<file path="src/wdr_regs.svh">
`ifndef WDR_REGS_SVH
`define WDR_REGS_SVH

// register indices; byte address is four times the index
`define WDR_IDX_CTL 6'h21
`define WDR_IDX_CAUSE 6'h20

// control register fields
`define WDR_CTL_IF 7
`define WDR_CTL_IE 6
`define WDR_CTL_P3 5
`define WDR_CTL_UNLOCK 4
`define WDR_CTL_WDE 3
`define WDR_CTL_P2 2
`define WDR_CTL_P0 0

// cause register fields
`define WDR_CAUSE_W 4
`define WDR_CAUSE_RESET 4'h1

// timing
`define WDR_UNLOCK_CYCLES 3'h4
`define WDR_BASE_CYCLES 2048
`define WDR_MAX_CODE 4'h9

// synchroniser lanes and their reset levels
`define WDR_SYNC_N 4
`define WDR_SYNC_OSC 0
`define WDR_SYNC_BO 1
`define WDR_SYNC_PIN 2
`define WDR_SYNC_FUSE 3
`define WDR_SYNC_RESET 4'h8

`endif

</file>
<file path="src/wdr_pkg.sv">
package wdr_pkg;

	// watchdog operating modes, coded as {reset enable, irq enable}
	typedef enum logic [1:0]
	{
		WDR_STOPPED = 2'b00,
		WDR_IRQ = 2'b01,
		WDR_RESET = 2'b10,
		WDR_IRQ_RESET = 2'b11
	} wdr_mode_t;

	// stored watchdog control state
	typedef struct packed
	{
		logic irq_flag;
		logic irq_en;
		logic [3:0] period;
		logic wd_reset_enable;
	} wdr_ctl_t;

	// reset cause flags
	typedef struct packed
	{
		logic wd;
		logic bo;
		logic pin;
		logic por;
	} wdr_cause_t;

endpackage

</file>
<file path="src/wdr_top.sv">
// Implementation choice: the Avalon-MM interface to the registers.
`timescale 1ns/1ns
`include "wdr_regs.svh"

module wdr_top
	import wdr_pkg::*;
#(
	parameter int BASE_CYCLES = `WDR_BASE_CYCLES,
	parameter int CNT_W = 21
)
(
	input wire logic clock,
	input wire logic rstn,
	input wire logic [7:0] avs_address,
	input wire logic avs_read,
	input wire logic avs_write,
	input wire logic [31:0] avs_writedata,
	input wire logic [3:0] avs_byteenable,
	output logic [31:0] avs_readdata,
	output logic avs_waitrequest,
	input wire logic wd_osc_in,
	input wire logic brownout_reset_in,
	input wire logic pin_reset_in,
	input wire logic wd_forced_on_fuse,
	input wire logic wd_restart,
	input wire logic wd_vector_taken,
	input wire logic global_irq_enable,
	output logic wd_irq_req,
	output logic sys_reset_pulse
);

	// *******************************************************
	// elaboration checks
	// *******************************************************

	// the longest period must fit the counter, and the base must be a power of two
	if (BASE_CYCLES < 1 || (BASE_CYCLES & (BASE_CYCLES - 1)) != 0)
		$error("BASE_CYCLES must be a power of two");
	if ($clog2(BASE_CYCLES) + 10 > CNT_W)
		$error("CNT_W too small for the longest period");

	// *******************************************************
	// helpers
	// *******************************************************

	// register select from a byte address; unmapped gives 2'b00
	function automatic logic [1:0] reg_sel(input logic [7:0] addr);
		logic [1:0] s;
		s = 2'b00;
		if (addr[1:0] == 2'b00)
		begin
			if (addr[7:2] == `WDR_IDX_CTL)
				s = 2'b01;
			else if (addr[7:2] == `WDR_IDX_CAUSE)
				s = 2'b10;
		end
		return s;
	endfunction

	// counter value at which the selected period expires
	function automatic logic [CNT_W-1:0] period_last(input logic [3:0] code);
		logic [3:0] c;
		c = code;
		// reserved codes behave as the longest period
		if (c > `WDR_MAX_CODE)
			c = `WDR_MAX_CODE;
		return (CNT_W'(BASE_CYCLES) << c) - CNT_W'(1);
	endfunction

	// period field is split over bits 5 and 2:0
	function automatic logic [3:0] period_field(input logic [7:0] d);
		return {d[`WDR_CTL_P3], d[`WDR_CTL_P2:`WDR_CTL_P0]};
	endfunction

	// *******************************************************
	// input synchronisers
	// *******************************************************

	// per-lane reset levels; the fuse lane idles unprogrammed
	localparam logic [`WDR_SYNC_N-1:0] SYNC_RST = `WDR_SYNC_RESET;

	logic [`WDR_SYNC_N-1:0] async_in;
	logic [`WDR_SYNC_N-1:0] level;
	logic [`WDR_SYNC_N-1:0] rise;

	assign async_in = {wd_forced_on_fuse, pin_reset_in, brownout_reset_in, wd_osc_in};

	// three stages; a change counts once stages two and three agree
	for (genvar i = 0; i < `WDR_SYNC_N; i++)
	begin : g_sync
		logic s1_ff;
		logic s2_ff;
		logic s3_ff;
		logic filt_ff;
		logic nxt_filt;

		// filtered level only moves when the last two stages agree
		always_comb
		begin
			nxt_filt = (s2_ff == s3_ff) ? s3_ff : filt_ff;
		end

		// fuse lane resets to unprogrammed until its level is caught
		always_ff @(posedge clock or negedge rstn)
		begin
			if (!rstn)
			begin
				s1_ff <= SYNC_RST[i];
				s2_ff <= SYNC_RST[i];
				s3_ff <= SYNC_RST[i];
				filt_ff <= SYNC_RST[i];
			end
			else
			begin
				s1_ff <= async_in[i];
				s2_ff <= s1_ff;
				s3_ff <= s2_ff;
				filt_ff <= nxt_filt;
			end
		end

		assign level[i] = filt_ff;
		assign rise[i] = nxt_filt & ~filt_ff;
	end

	logic osc_tick;
	logic bo_evt;
	logic pin_evt;
	logic fuse_prog;

	assign osc_tick = rise[`WDR_SYNC_OSC];
	assign bo_evt = rise[`WDR_SYNC_BO];
	assign pin_evt = rise[`WDR_SYNC_PIN];
	// the fuse reads zero when programmed
	assign fuse_prog = ~level[`WDR_SYNC_FUSE];

	// *******************************************************
	// avalon slave
	// *******************************************************

	logic wait_ff;
	logic nxt_wait;
	logic [31:0] rdata_ff;
	logic [31:0] nxt_rdata;
	logic [1:0] sel;
	logic commit;
	logic wr_ctl;
	logic wr_cause;
	logic [7:0] wdat;
	logic [7:0] ctl_view;
	logic [7:0] cause_view;

	wdr_ctl_t ctl_ff;
	wdr_cause_t cause_ff;
	logic [2:0] unlock_ff;

	assign sel = reg_sel(avs_address);
	assign wdat = avs_writedata[7:0];
	// a request is answered one cycle after it is seen; this edge completes it
	assign commit = avs_write & ~wait_ff & avs_byteenable[0];
	assign wr_ctl = commit & (sel == 2'b01);
	assign wr_cause = commit & (sel == 2'b10);

	// readback; reset enable reads as forced while the fuse or flag holds it
	assign ctl_view = {ctl_ff.irq_flag, ctl_ff.irq_en & ~fuse_prog, ctl_ff.period[3],
		unlock_ff != 3'h0, ctl_ff.wd_reset_enable | fuse_prog, ctl_ff.period[2:0]};
	assign cause_view = {4'h0, cause_ff};

	// fixed one-cycle answer keeps the master logic trivial
	always_comb
	begin
		nxt_wait = 1'b1;
		nxt_rdata = rdata_ff;
		if (wait_ff && (avs_read || avs_write))
		begin
			nxt_wait = 1'b0;
			if (avs_read)
			begin
				case (sel)
					2'b01: nxt_rdata = {24'h000000, ctl_view};
					2'b10: nxt_rdata = {24'h000000, cause_view};
					default: nxt_rdata = 32'h00000000;
				endcase
			end
		end
	end

	always_ff @(posedge clock or negedge rstn)
	begin
		if (!rstn)
		begin
			wait_ff <= 1'b1;
			rdata_ff <= 32'h00000000;
		end
		else
		begin
			wait_ff <= nxt_wait;
			rdata_ff <= nxt_rdata;
		end
	end

	assign avs_waitrequest = wait_ff;
	assign avs_readdata = rdata_ff;

	// *******************************************************
	// watchdog control
	// *******************************************************

	wdr_ctl_t nxt_ctl;
	wdr_cause_t nxt_cause;
	logic [2:0] nxt_unlock;
	logic [CNT_W-1:0] cnt_ff;
	logic [CNT_W-1:0] nxt_cnt;
	logic irq_req_ff;
	logic nxt_irq_req;
	logic rst_pulse_ff;
	logic nxt_rst_pulse;
	wdr_mode_t mode;
	logic timeout;

	// the fuse overrides the enables
	always_comb
	begin
		if (fuse_prog)
			mode = WDR_RESET;
		else
		begin
			case ({ctl_ff.wd_reset_enable, ctl_ff.irq_en})
				2'b00: mode = WDR_STOPPED;
				2'b01: mode = WDR_IRQ;
				2'b10: mode = WDR_RESET;
				2'b11: mode = WDR_IRQ_RESET;
				default: mode = WDR_STOPPED;
			endcase
		end
	end

	// >= so that a shorter period set mid-count expires on the next oscillator tick
	assign timeout = osc_tick & (mode != WDR_STOPPED) & ~wd_restart
		& (cnt_ff >= period_last(ctl_ff.period));

	always_comb
	begin
		nxt_ctl = ctl_ff;
		nxt_cause = cause_ff;
		nxt_unlock = unlock_ff;
		nxt_cnt = cnt_ff;
		nxt_rst_pulse = 1'b0;

		// unlock window runs down on system clocks
		if (unlock_ff != 3'h0)
			nxt_unlock = unlock_ff - 3'h1;

		// software write to control
		if (wr_ctl)
		begin
			if (wdat[`WDR_CTL_UNLOCK])
			begin
				nxt_unlock = `WDR_UNLOCK_CYCLES;
				if (wdat[`WDR_CTL_WDE])
					nxt_ctl.wd_reset_enable = 1'b1;
			end
			else if (unlock_ff != 3'h0)
			begin
				nxt_ctl.wd_reset_enable = wdat[`WDR_CTL_WDE];
				nxt_ctl.period = period_field(wdat);
			end
			else if (wdat[`WDR_CTL_WDE])
				nxt_ctl.wd_reset_enable = 1'b1; // setting needs no unlock
			nxt_ctl.irq_en = wdat[`WDR_CTL_IE];
			if (wdat[`WDR_CTL_IF])
				nxt_ctl.irq_flag = 1'b0;
		end

		// writing zero clears a cause flag, writing one leaves it
		if (wr_cause)
			nxt_cause = cause_ff & wdat[`WDR_CAUSE_W-1:0];

		// vector taken clears the flag, and the enable in combined mode
		if (wd_vector_taken)
		begin
			nxt_ctl.irq_flag = 1'b0;
			if (mode == WDR_IRQ_RESET)
				nxt_ctl.irq_en = 1'b0;
		end

		// counter: restart, clear when stopped, else count oscillator ticks
		if (wd_restart || mode == WDR_STOPPED)
			nxt_cnt = '0;
		else if (timeout)
			nxt_cnt = '0;
		else if (osc_tick)
			nxt_cnt = cnt_ff + CNT_W'(1);

		// time-out action; sets win over any clear in the same cycle
		if (timeout)
		begin
			case (mode)
				WDR_IRQ: nxt_ctl.irq_flag = 1'b1;
				WDR_RESET: nxt_rst_pulse = 1'b1;
				WDR_IRQ_RESET:
				begin
					if (ctl_ff.irq_flag)
						nxt_rst_pulse = 1'b1;
					else
						nxt_ctl.irq_flag = 1'b1;
				end
				default: nxt_rst_pulse = 1'b0;
			endcase
		end

		// cause events
		if (nxt_rst_pulse)
			nxt_cause.wd = 1'b1;
		if (bo_evt)
			nxt_cause.bo = 1'b1;
		if (pin_evt)
			nxt_cause.pin = 1'b1;

		// a set flag or the fuse pins reset enable high
		if (nxt_cause.wd || fuse_prog)
			nxt_ctl.wd_reset_enable = 1'b1;
		if (fuse_prog)
			nxt_ctl.irq_en = 1'b0;

		nxt_irq_req = nxt_ctl.irq_flag & nxt_ctl.irq_en & global_irq_enable;
	end

	// rstn is the power-on reset: only it sets the power-on flag
	always_ff @(posedge clock or negedge rstn)
	begin
		if (!rstn)
		begin
			ctl_ff <= '0;
			cause_ff <= `WDR_CAUSE_RESET;
			unlock_ff <= 3'h0;
			cnt_ff <= '0;
			irq_req_ff <= 1'b0;
			rst_pulse_ff <= 1'b0;
		end
		else
		begin
			ctl_ff <= nxt_ctl;
			cause_ff <= nxt_cause;
			unlock_ff <= nxt_unlock;
			cnt_ff <= nxt_cnt;
			irq_req_ff <= nxt_irq_req;
			rst_pulse_ff <= nxt_rst_pulse;
		end
	end

	assign wd_irq_req = irq_req_ff;
	assign sys_reset_pulse = rst_pulse_ff;

endmodule

</file>
<file path="config.mk">
export PLATFORM = sky130hd
export DESIGN_NAME = wdr_top
export DESIGN_NICKNAME = d
export VERILOG_FILES = /design/src/wdr_pkg.sv /design/src/wdr_top.sv
export VERILOG_INCLUDE_DIRS = /design/src /design/src/src
export SDC_FILE = /design/constraint.sdc
export NUM_CORES = 1
export LEC_CHECK = 0
export BUFFER_PORTS_ARGS = -buffer_cell sky130_fd_sc_hd__buf_2
export CORE_MARGIN = 2
export CORE_UTILIZATION = 36
export DETAILED_ROUTE_END_ITERATION = 10
export PLACE_DENSITY = 0.59
export RECOVER_POWER = 25
export SYNTH_ARGS = -nofsm -noshare
export SYNTH_HDL_FRONTEND = slang
export SYNTH_SLANG_ARGS = --single-unit
</file>
<file path="constraint.sdc">
create_clock -name clock -period 5.1 [get_ports clock]
set_input_delay 1.275 -clock clock [delete_from_list [all_inputs] [get_ports clock]]
set_output_delay 1.275 -clock clock [all_outputs]
set_load 0.01 [all_outputs]
</file>
After elaboration in Yosys (flattened, before gate mapping)
Cells that the tools add are included.
{"block": "word_totals", "ff_bits": 86, "output_inout_bits": 35, "elab_cells": 125, "inputBits": 55}
{"block": "classes", "n_reduce_logical": 15, "muxes": 38, "shifts": 1, "bitwise_logic": 22, "magnitude_cmp": 2, "n_eq_ne": 14, "add_sub_neg": 3}
{"cell": "two-way mux 21 bit", "n": 3}
{"cell": "adder 21 x 1 -> 21 bit (second input constant)", "n": 1}
{"cell": "greater-or-equal comparator 21 bit", "n": 1}
{"cell": "left shift 12 x 4 -> 21 bit (first input constant)", "n": 1}
{"cell": "subtractor 21 x 2 -> 21 bit (second input constant)", "n": 1}
{"cell": "two-way mux 1 bit", "n": 18}
{"cell": "two-way mux 4 bit", "n": 4}
{"cell": "one-hot mux 8 bit (2 select lines)", "n": 1}
{"cell": "AND 1 bit", "n": 13}
{"cell": "== test 6 bit (second input constant)", "n": 2}
{"cell": "== test 2 bit (second input constant)", "n": 5}
{"cell": "two-way mux 2 bit", "n": 5}
{"cell": "two-way mux 3 bit", "n": 3}
{"cell": "one-hot mux 2 bit (4 select lines)", "n": 1}
{"cell": "nonzero test 2 bit", "n": 4}
{"cell": "two-way mux 7 bit", "n": 1}
{"cell": "NOT 1 bit", "n": 7}
{"cell": "== test 2 x 1 -> 1 bit (second input constant)", "n": 3}
{"cell": "zero test 2 bit", "n": 3}
{"cell": "nonzero test 3 bit", "n": 2}
{"cell": "AND 4 bit", "n": 1}
{"cell": "== test 1 bit", "n": 4}
{"cell": "> comparator 4 bit (second input constant)", "n": 1}
{"cell": "one-hot mux 1 bit (2 select lines)", "n": 2}
{"cell": "other kinds (6)", "n": 8}

Logic depth before layout (Yosys ltp)
Gate-level depths: netlist (run 1).
{"block": "depth", "ltp_word": 14, "mapped_depth": 14}

Worst setup path before layout (run 1)
Ideal clock, no wire load.
{"block": "synth_timing", "kind": "register to register", "startpoint": "reg ctl_ff[1] (netlist name)", "endpoint": "reg cnt_ff[17]", "arrival_time_ns": 3.272, "stages_incl_launch_ff": 13, "path_slack_ns": 1.746, "path_buffers": 0, "setup_time_ns": 0.082, "path_cell_list": "dfrtp_1 -> or2_2 -> or3_1 -> ha_1 -> nor3_1 -> a21o_1 -> a32oi_1 -> ha_1 -> a21oi_1 -> o21ai_0 -> a2111oi_2 -> or3b_2 -> a31oi_1"}
{"block": "synth_between", "elab_chain_cells": 8, "elab_cells_between_ends": 9, "cone_classes": "add/sub: 1; order compare: 2; shift: 1; mux: 3; bitwise: 1; reduce/logical: 1"}
{"element": "from (decl)", "line_no": "wdr_top.sv:153", "source": "wdr_ctl_t ctl_ff;"}
{"element": "from (signal assigned)", "line_no": "wdr_top.sv:343", "source": "ctl_ff <= nxt_ctl;"}
{"element": "> comparator 4 bit (no source line)"}
{"element": "two-way mux 4 bit (*)", "line_no": "wdr_top.sv:65", "source": "if (c > `WDR_MAX_CODE)"}
{"element": "left shift 12 x 4 -> 21 bit (*)", "line_no": "wdr_top.sv:67", "source": "return (CNT_W'(BASE_CYCLES) << c) - CNT_W'(1);"}
{"element": "subtractor 21 x 2 -> 21 bit (*)", "line_no": "wdr_top.sv:67"}
{"element": "greater-or-equal comparator 21 bit (*)", "line_no": "wdr_top.sv:240", "source": "& (cnt_ff >= period_last(ctl_ff.period));"}
{"element": "AND 1 bit (*)", "line_no": "wdr_top.sv:240"}
{"element": "two-way mux 21 bit", "line_no": "wdr_top.sv:290", "source": "else if (timeout)"}
{"element": "two-way mux 21 bit", "line_no": "wdr_top.sv:288", "source": "if (wd_restart || mode == WDR_STOPPED)"}
{"element": "to (signal assigned)", "line_no": "wdr_top.sv:346", "source": "cnt_ff <= nxt_cnt;"}
{"element": "to (decl)", "line_no": "wdr_top.sv:212", "source": "logic [CNT_W-1:0] cnt_ff;"}
Every way passes the cells marked *; elsewhere a longest branch is shown, timed or not.
A chain may end at the register's enable or synchronous reset.

Worst setup path after layout (run 1)
{"block": "layout_timing", "startpoint": "reg ctl_ff[2] (netlist name)", "endpoint": "reg cnt_ff[7]"}
Same word-level chain as after synthesis.

==> reports/metrics.cfg, run 1 <==
[run_status]
outcome=finished, final reports clean

[final_layout]
fin_area_sq_um=3770
fillCellCount=911
antenna_cells=0
area_growth_pct=12.3
mostFrequentLayoutCell=dfrtp_1
fin_nets=449
drive_gt1_share_pct=20.5
final_cell_mix=56 x dfrtp_1, 38 x nand2_1, 37 x buf_2

[timing]
drv_slew=0
fin_skew_ns=0.00971
finalCritPeriodShare_pct=75.4
rsz0062_at_grt=no
finalSetupTns_ns=0
timing.fmax_mhz=260
setup_violations=0
final.setup.worst_slack_ns=1.25
min_period_ns=3.85
relSlewSlack_pct=18.1
hold_viol_final=0
worstMarginPinSlew_ns=1.23

[grt]
grt_pass1_vias=2593
track_usage_pct=15.3
gr-total-overflow=0
antenna_found_initial=0
grt_first_pass_wirelength_mm=12.3
grt_max_degree=41

[power_and_ir_drop]
p_leak_nw=1.70
power_density_nw_per_um2=285
p_total_mw=1.08
vdd_ir_drop_max_mv=0.123

[yosys]
netlist.area_leader.share_pct=41.7
netlist_area_sq_um=3360
synth_area_leader_cell=dfrtp_1
synth-main-ff-cell=dfrtp_1
syn_inst=341
async_reset_ff_share_pct=100
synth.distinct_cells=59
synth_edf_count=0
synth_area_leaders=dfrtp_1 42%, buf_4 5.4%, ha_1 5.2%
ys_seq_area_share_pct=46.4
synth_warnings=0
ys_ff_latch=62
avgSynthCellArea_sq_um=9.85

[placed_design]
portBuffers=38
dp_slack_ns=1.30
placedInstanceArea_sq_um=3580
globalplace.congestion=0.819
dp_hpwl_mm=5.19

[worst_hold_path]
hold_path_depth=0
holdPathEnd=g_sync[2].s2_ff
hold_start=g_sync[2].s1_ff
hold_class=register to register

[routing]
wl_per_cell_um=14.7
firstDrtPassIters=5
wirelength_mm=7.27
antenna_left=0
vias=2674
first_iter_violations=133
drc=0
via_per_inst=5.39

[cts]
cts_hold_buf=0
cts_buffers=9
cts_sinks=62
cts_resized=0
cts-root-buf=clkbuf_8
clock_latency_ns=0.34
h-tree-depth=3
cts_setup_buffers=0
cts.clk_slew.worst_paths_ns=0.07
cts_buffer_depth=2
cts_tree=built

[setup_path]
setup.worst_path.end_class=register
arrival_ns=4.10
critPathKind=register to register
r2r_start=ctl_ff[2]
reg2reg_depth=13
crit_required_ns=5.36
r2r_setup_slack_ns=1.25
crit_path_start_kind=register
worst-path-max-fanout=15
r2r-end=cnt_ff[7]

[die]
core.rowCount=35
io_pins=90
core_sq_um=9150
chipWidth_um=101
dieArea_sq_um=10100
initial_utilization_pct=36.7
die_h_um=101

[run]
cap_violations=0

[through the flow]
step	util, %	cells	hold slack [ns]
after global routing	41.2	496	0.357
after floorplan	-	364	0.331
final	41.2	496	0.350
after global placement	39.1	480	0.334
after detailed placement	39.1	480	0.335
after CTS	41.2	496	0.352
[area by class of cell]
class | count | area [sq um] | area share [%]
Clock buffer | 10 | 128 | 3.39
Sequential cell | 62 | 1560 | 41.4
Clock inverter | 6 | 61.3 | 1.63
Tap cell | 111 | 139 | 3.68
Inverter | 8 | 30.0 | 0.797
Timing Repair Buffer | 41 | 211 | 5.61
Multi-Input combinational cell | 258 | 1640 | 43.5
[worst max path at each step]
stage / start / end / slack, ns
global route: ctl_ff[2] / cnt_ff[4] / 1.00
global placement: ctl_ff[2] / cnt_ff[17] / 1.35
CTS: ctl_ff[2] / cnt_ff[17] / 1.25
finish: ctl_ff[2] / cnt_ff[7] / 1.25
floorplan: ctl_ff[1] / cnt_ff[17] / 1.75
detailed placement: ctl_ff[1] / cnt_ff[17] / 1.30
[cells in the mapped netlist (all sizes together) (5+ instances only)]
| cell type | count |
|---|---|
| dfrtp | 56 |
| nand2 | 38 |
| buf | 26 |
| o21ai | 19 |
| a31oi | 18 |
| nand3 | 16 |
| a21oi | 15 |
| ha | 14 |
| clkbuf | 10 |
| nand4 | 10 |
| nor2 | 10 |
| nor3 | 10 |
| or4 | 9 |
| inv | 8 |
| dfstp | 6 |
| mux2 | 6 |
| and3 | 5 |
[flip-flops by register name, summed over array words and instances, names as in the netlist, 3 cells and up]
name / cells
cnt_ff: 21
avs_readdata: 8
ctl_ff: 7
cause_ff: 4
g_sync.filt_ff: 4
g_sync.s1_ff: 4
g_sync.s2_ff: 4
g_sync.s3_ff: 4
unlock_ff: 3
[layer usage]
metal  vias to the layer above  routed length [um]  track usage [%]
li1                       1301                   -                -
met1                      1293                3490             20.1
met2                        70                3350             23.9
met3                        10                 331             3.74
met4                         0                 104             6.95
met5                         -                   0                0
[critical path, stage by stage (launching register included)]
cell and delay [ns]:
dfrtp_1 0.46, or2_2 0.32, or3_1 0.37, ha_1 0.26
nor3_1 0.15, a21o_1 0.11, a32oi_1 0.10, ha_1 0.20
a21oi_1 0.12, o21ai_0 0.20, a2111oi_4 0.83, buf_4 0.33
a41oi_1 0.14, a31oi_1 0.19
[where the power goes]
| group | switching, mW | internal [mW] | leakage, nW |
|---|---|---|---|
| Combinational | 0.0738 | 0.0507 | 0.814 |
| Clock | 0.196 | 0.225 | 0.0964 |
| Sequential | 0.0136 | 0.517 | 0.795 |
| Total | 0.283 | 0.792 | 1.70 |
[kinds of logic (layout without fill, tap and decap cells)]
logic type,after synthesis,in the layout,share of synthesized area [%]
other,2,25,0.224
AND/OR/NAND/NOR,124,124,20.3
buffers and inverters,44,65,7.64
adder cells (fa/ha/maj),18,18,6.41
XOR/XNOR,2,2,0.522
AO/OA/AOI/OAI,79,79,15.3
flip-flops,62,62,46.4
multiplexers,10,10,3.20
Note: power is estimated with default switching activity, not from simulation.
==> run 2, diff against run 1 <==
--- a/config.mk
+++ b/config.mk
@@ -10,7 +10,7 @@
 export CORE_MARGIN = 2
 export CORE_UTILIZATION = 36
 export DETAILED_ROUTE_END_ITERATION = 10
-export PLACE_DENSITY = 0.59
+export PLACE_DENSITY = 0.61
 export RECOVER_POWER = 25
 export SYNTH_ARGS = -nofsm -noshare
 export SYNTH_HDL_FRONTEND = slang
==> constraint.sdc (replaced) <==
create_clock -name clock -period 3.4 [get_ports clock]
set_input_delay 0.85 -clock clock [delete_from_list [all_inputs] [get_ports clock]]
set_output_delay 0.85 -clock clock [all_outputs]
set_load 0.01 [all_outputs]
==> reports/metrics.cfg, run 2 (synthesis results as in run 1) <==
[setup_path]
worst-path-max-fanout=11
arrival_ns=3.51
crit_path_start_kind=register
critPathKind=register to register
setup.worst_path.end_class=register
crit_required_ns=3.68

[grt]
grt_max_degree=63
track_usage_pct=15.0
antenna_found_initial=0
grt_pass1_vias=2565
grt_first_pass_wirelength_mm=12.0
gr-total-overflow=0

[run]
cap_violations=1

[timing]
fin_skew_ns=0.00425
relSlewSlack_pct=-3.66
final.setup.worst_slack_ns=0.172
drv_slew=63
finalSetupTns_ns=0
setup_violations=0
hold_ws_ns=0.347
min_period_ns=3.23
worstMarginPinSlew_ns=1.55
timing.fmax_mhz=310
hold_viol_final=0
finalCritPeriodShare_pct=94.9

[final_layout]
final_cell_mix=56 x dfrtp_1, 38 x nand2_1, 37 x buf_2
largest_register_ffs=21
fillCellCount=884
mostFrequentLayoutCell=dfrtp_1
antenna_cells=0
largest-register=cnt_ff
layout.cells.non_filler=506
drive_gt1_share_pct=24.3
post-route-util_pct=42.7
fin_area_sq_um=3910
fin_nets=459
area_growth_pct=16.4

[placed_design]
portBuffers=38
dp_hpwl_mm=5.16
placed_cells=490
placedInstanceArea_sq_um=3660
globalplace.congestion=0.800
dp_slack_ns=0.0227

[cts]
h-tree-depth=3
cts_buffer_depth=2
clock_latency_ns=0.35
cts.clk_slew.worst_paths_ns=0.07
cts_tree=built
cts_sinks=62
cts-root-buf=clkbuf_8
cts_setup_buffers=0
cts_buffers=9

[power_and_ir_drop]
vdd_ir_drop_max_mv=0.174
p_leak_nw=1.77
power_density_nw_per_um2=447
p_total_mw=1.75

[worst_hold_path]
hold_class=register to register

[die]
chipWidth_um=101
dieArea_sq_um=10100
die_h_um=101
core.rowCount=35
core_sq_um=9150
initial_utilization_pct=36.7
io_pins=90

[routing]
met1_length_mm=3.38
wirelength_mm=7.24
drc=0
via_per_inst=5.33
wl_per_cell_um=14.3
wl_met3_um=275
wl_met2_mm=3.49
antenna_left=0
routed.top_layer=met4
first_iter_violations=143
firstDrtPassIters=4
vias=2697

[run_status]
violations=max-capacitance violations, max-slew violations
outcome=complete, but fails checks

## run 2: cell types whose count changed in the layout (fill, tap and decap cells not counted), sizes merged
cell,change
buf,+9
inv,-1
clkbuf,+2
bufinv,+1
clkinv,-1
## run 2: where the power goes
part / internal (mW) / switching [mW] / total, mW / leakage (nW)
Sequential: 0.775 / 0.0198 / 0.795 / 0.795
Clock: 0.453 / 0.305 / 0.758 / 0.116
Combinational: 0.0780 / 0.115 / 0.193 / 0.864
Total: 1.31 / 0.440 / 1.75 / 1.77
## run 2: critical path, cell delays in order, from the launching register on
cell and delay [ns]:
dfrtp_1 0.37, or2_2 0.32, or3_1 0.34, ha_2 0.28, ha_1 0.30, nand3_1 0.07
or4_1 0.53, a211o_2 0.43, a221oi_2 0.36, nand4b_1 0.16
## run 2: timing repair
action | CTS | global route
pin swaps | 1 | 1
setup endpoints to repair | 1 | 18
gates resized for setup | 0 | 8
hold buffers | 0 | 0
## run 2: path summary, 6_finish.rpt
kind | from | endpoint | slack [ns] | depth (start not counted)
hold reg to reg | g_sync[1].s1_ff | g_sync[1].s2_ff | 0.35 | 0
hold / removal | g_sync[1].s1_ff | g_sync[1].s2_ff | 0.35 | 0
setup / recovery | ctl_ff[1] | ctl_ff[0] | 0.17 | 9
setup reg to reg | ctl_ff[1] | ctl_ff[0] | 0.17 | 9
min in group asynchronous | rstn | unlock_ff[0] | 0.97 | 2
max in group asynchronous | rstn | g_sync[2].s2_ff | 1.50 | 2
## run 2: cell type report
| class | instances | area, sq um | area share [%] |
|---|---|---|---|
| Inverter | 8 | 30.0 | 0.768 |
| Multi-Input combinational cell | 258 | 1660 | 42.6 |
| Sequential cell | 62 | 1560 | 39.9 |
| Tap cell | 111 | 139 | 3.55 |
| Clock buffer | 11 | 151 | 3.87 |
| Clock inverter | 5 | 81.3 | 2.08 |
| Timing Repair Buffer | 51 | 284 | 7.27 |
## run 2: routing by layer
layer / vias to the layer above / global-route usage, %
met1: 1313 / 18.8
met5: - / 0
met3: 8 / 3.68
met2: 58 / 25.4
li1: 1318 / -
met4: 0 / 5.06
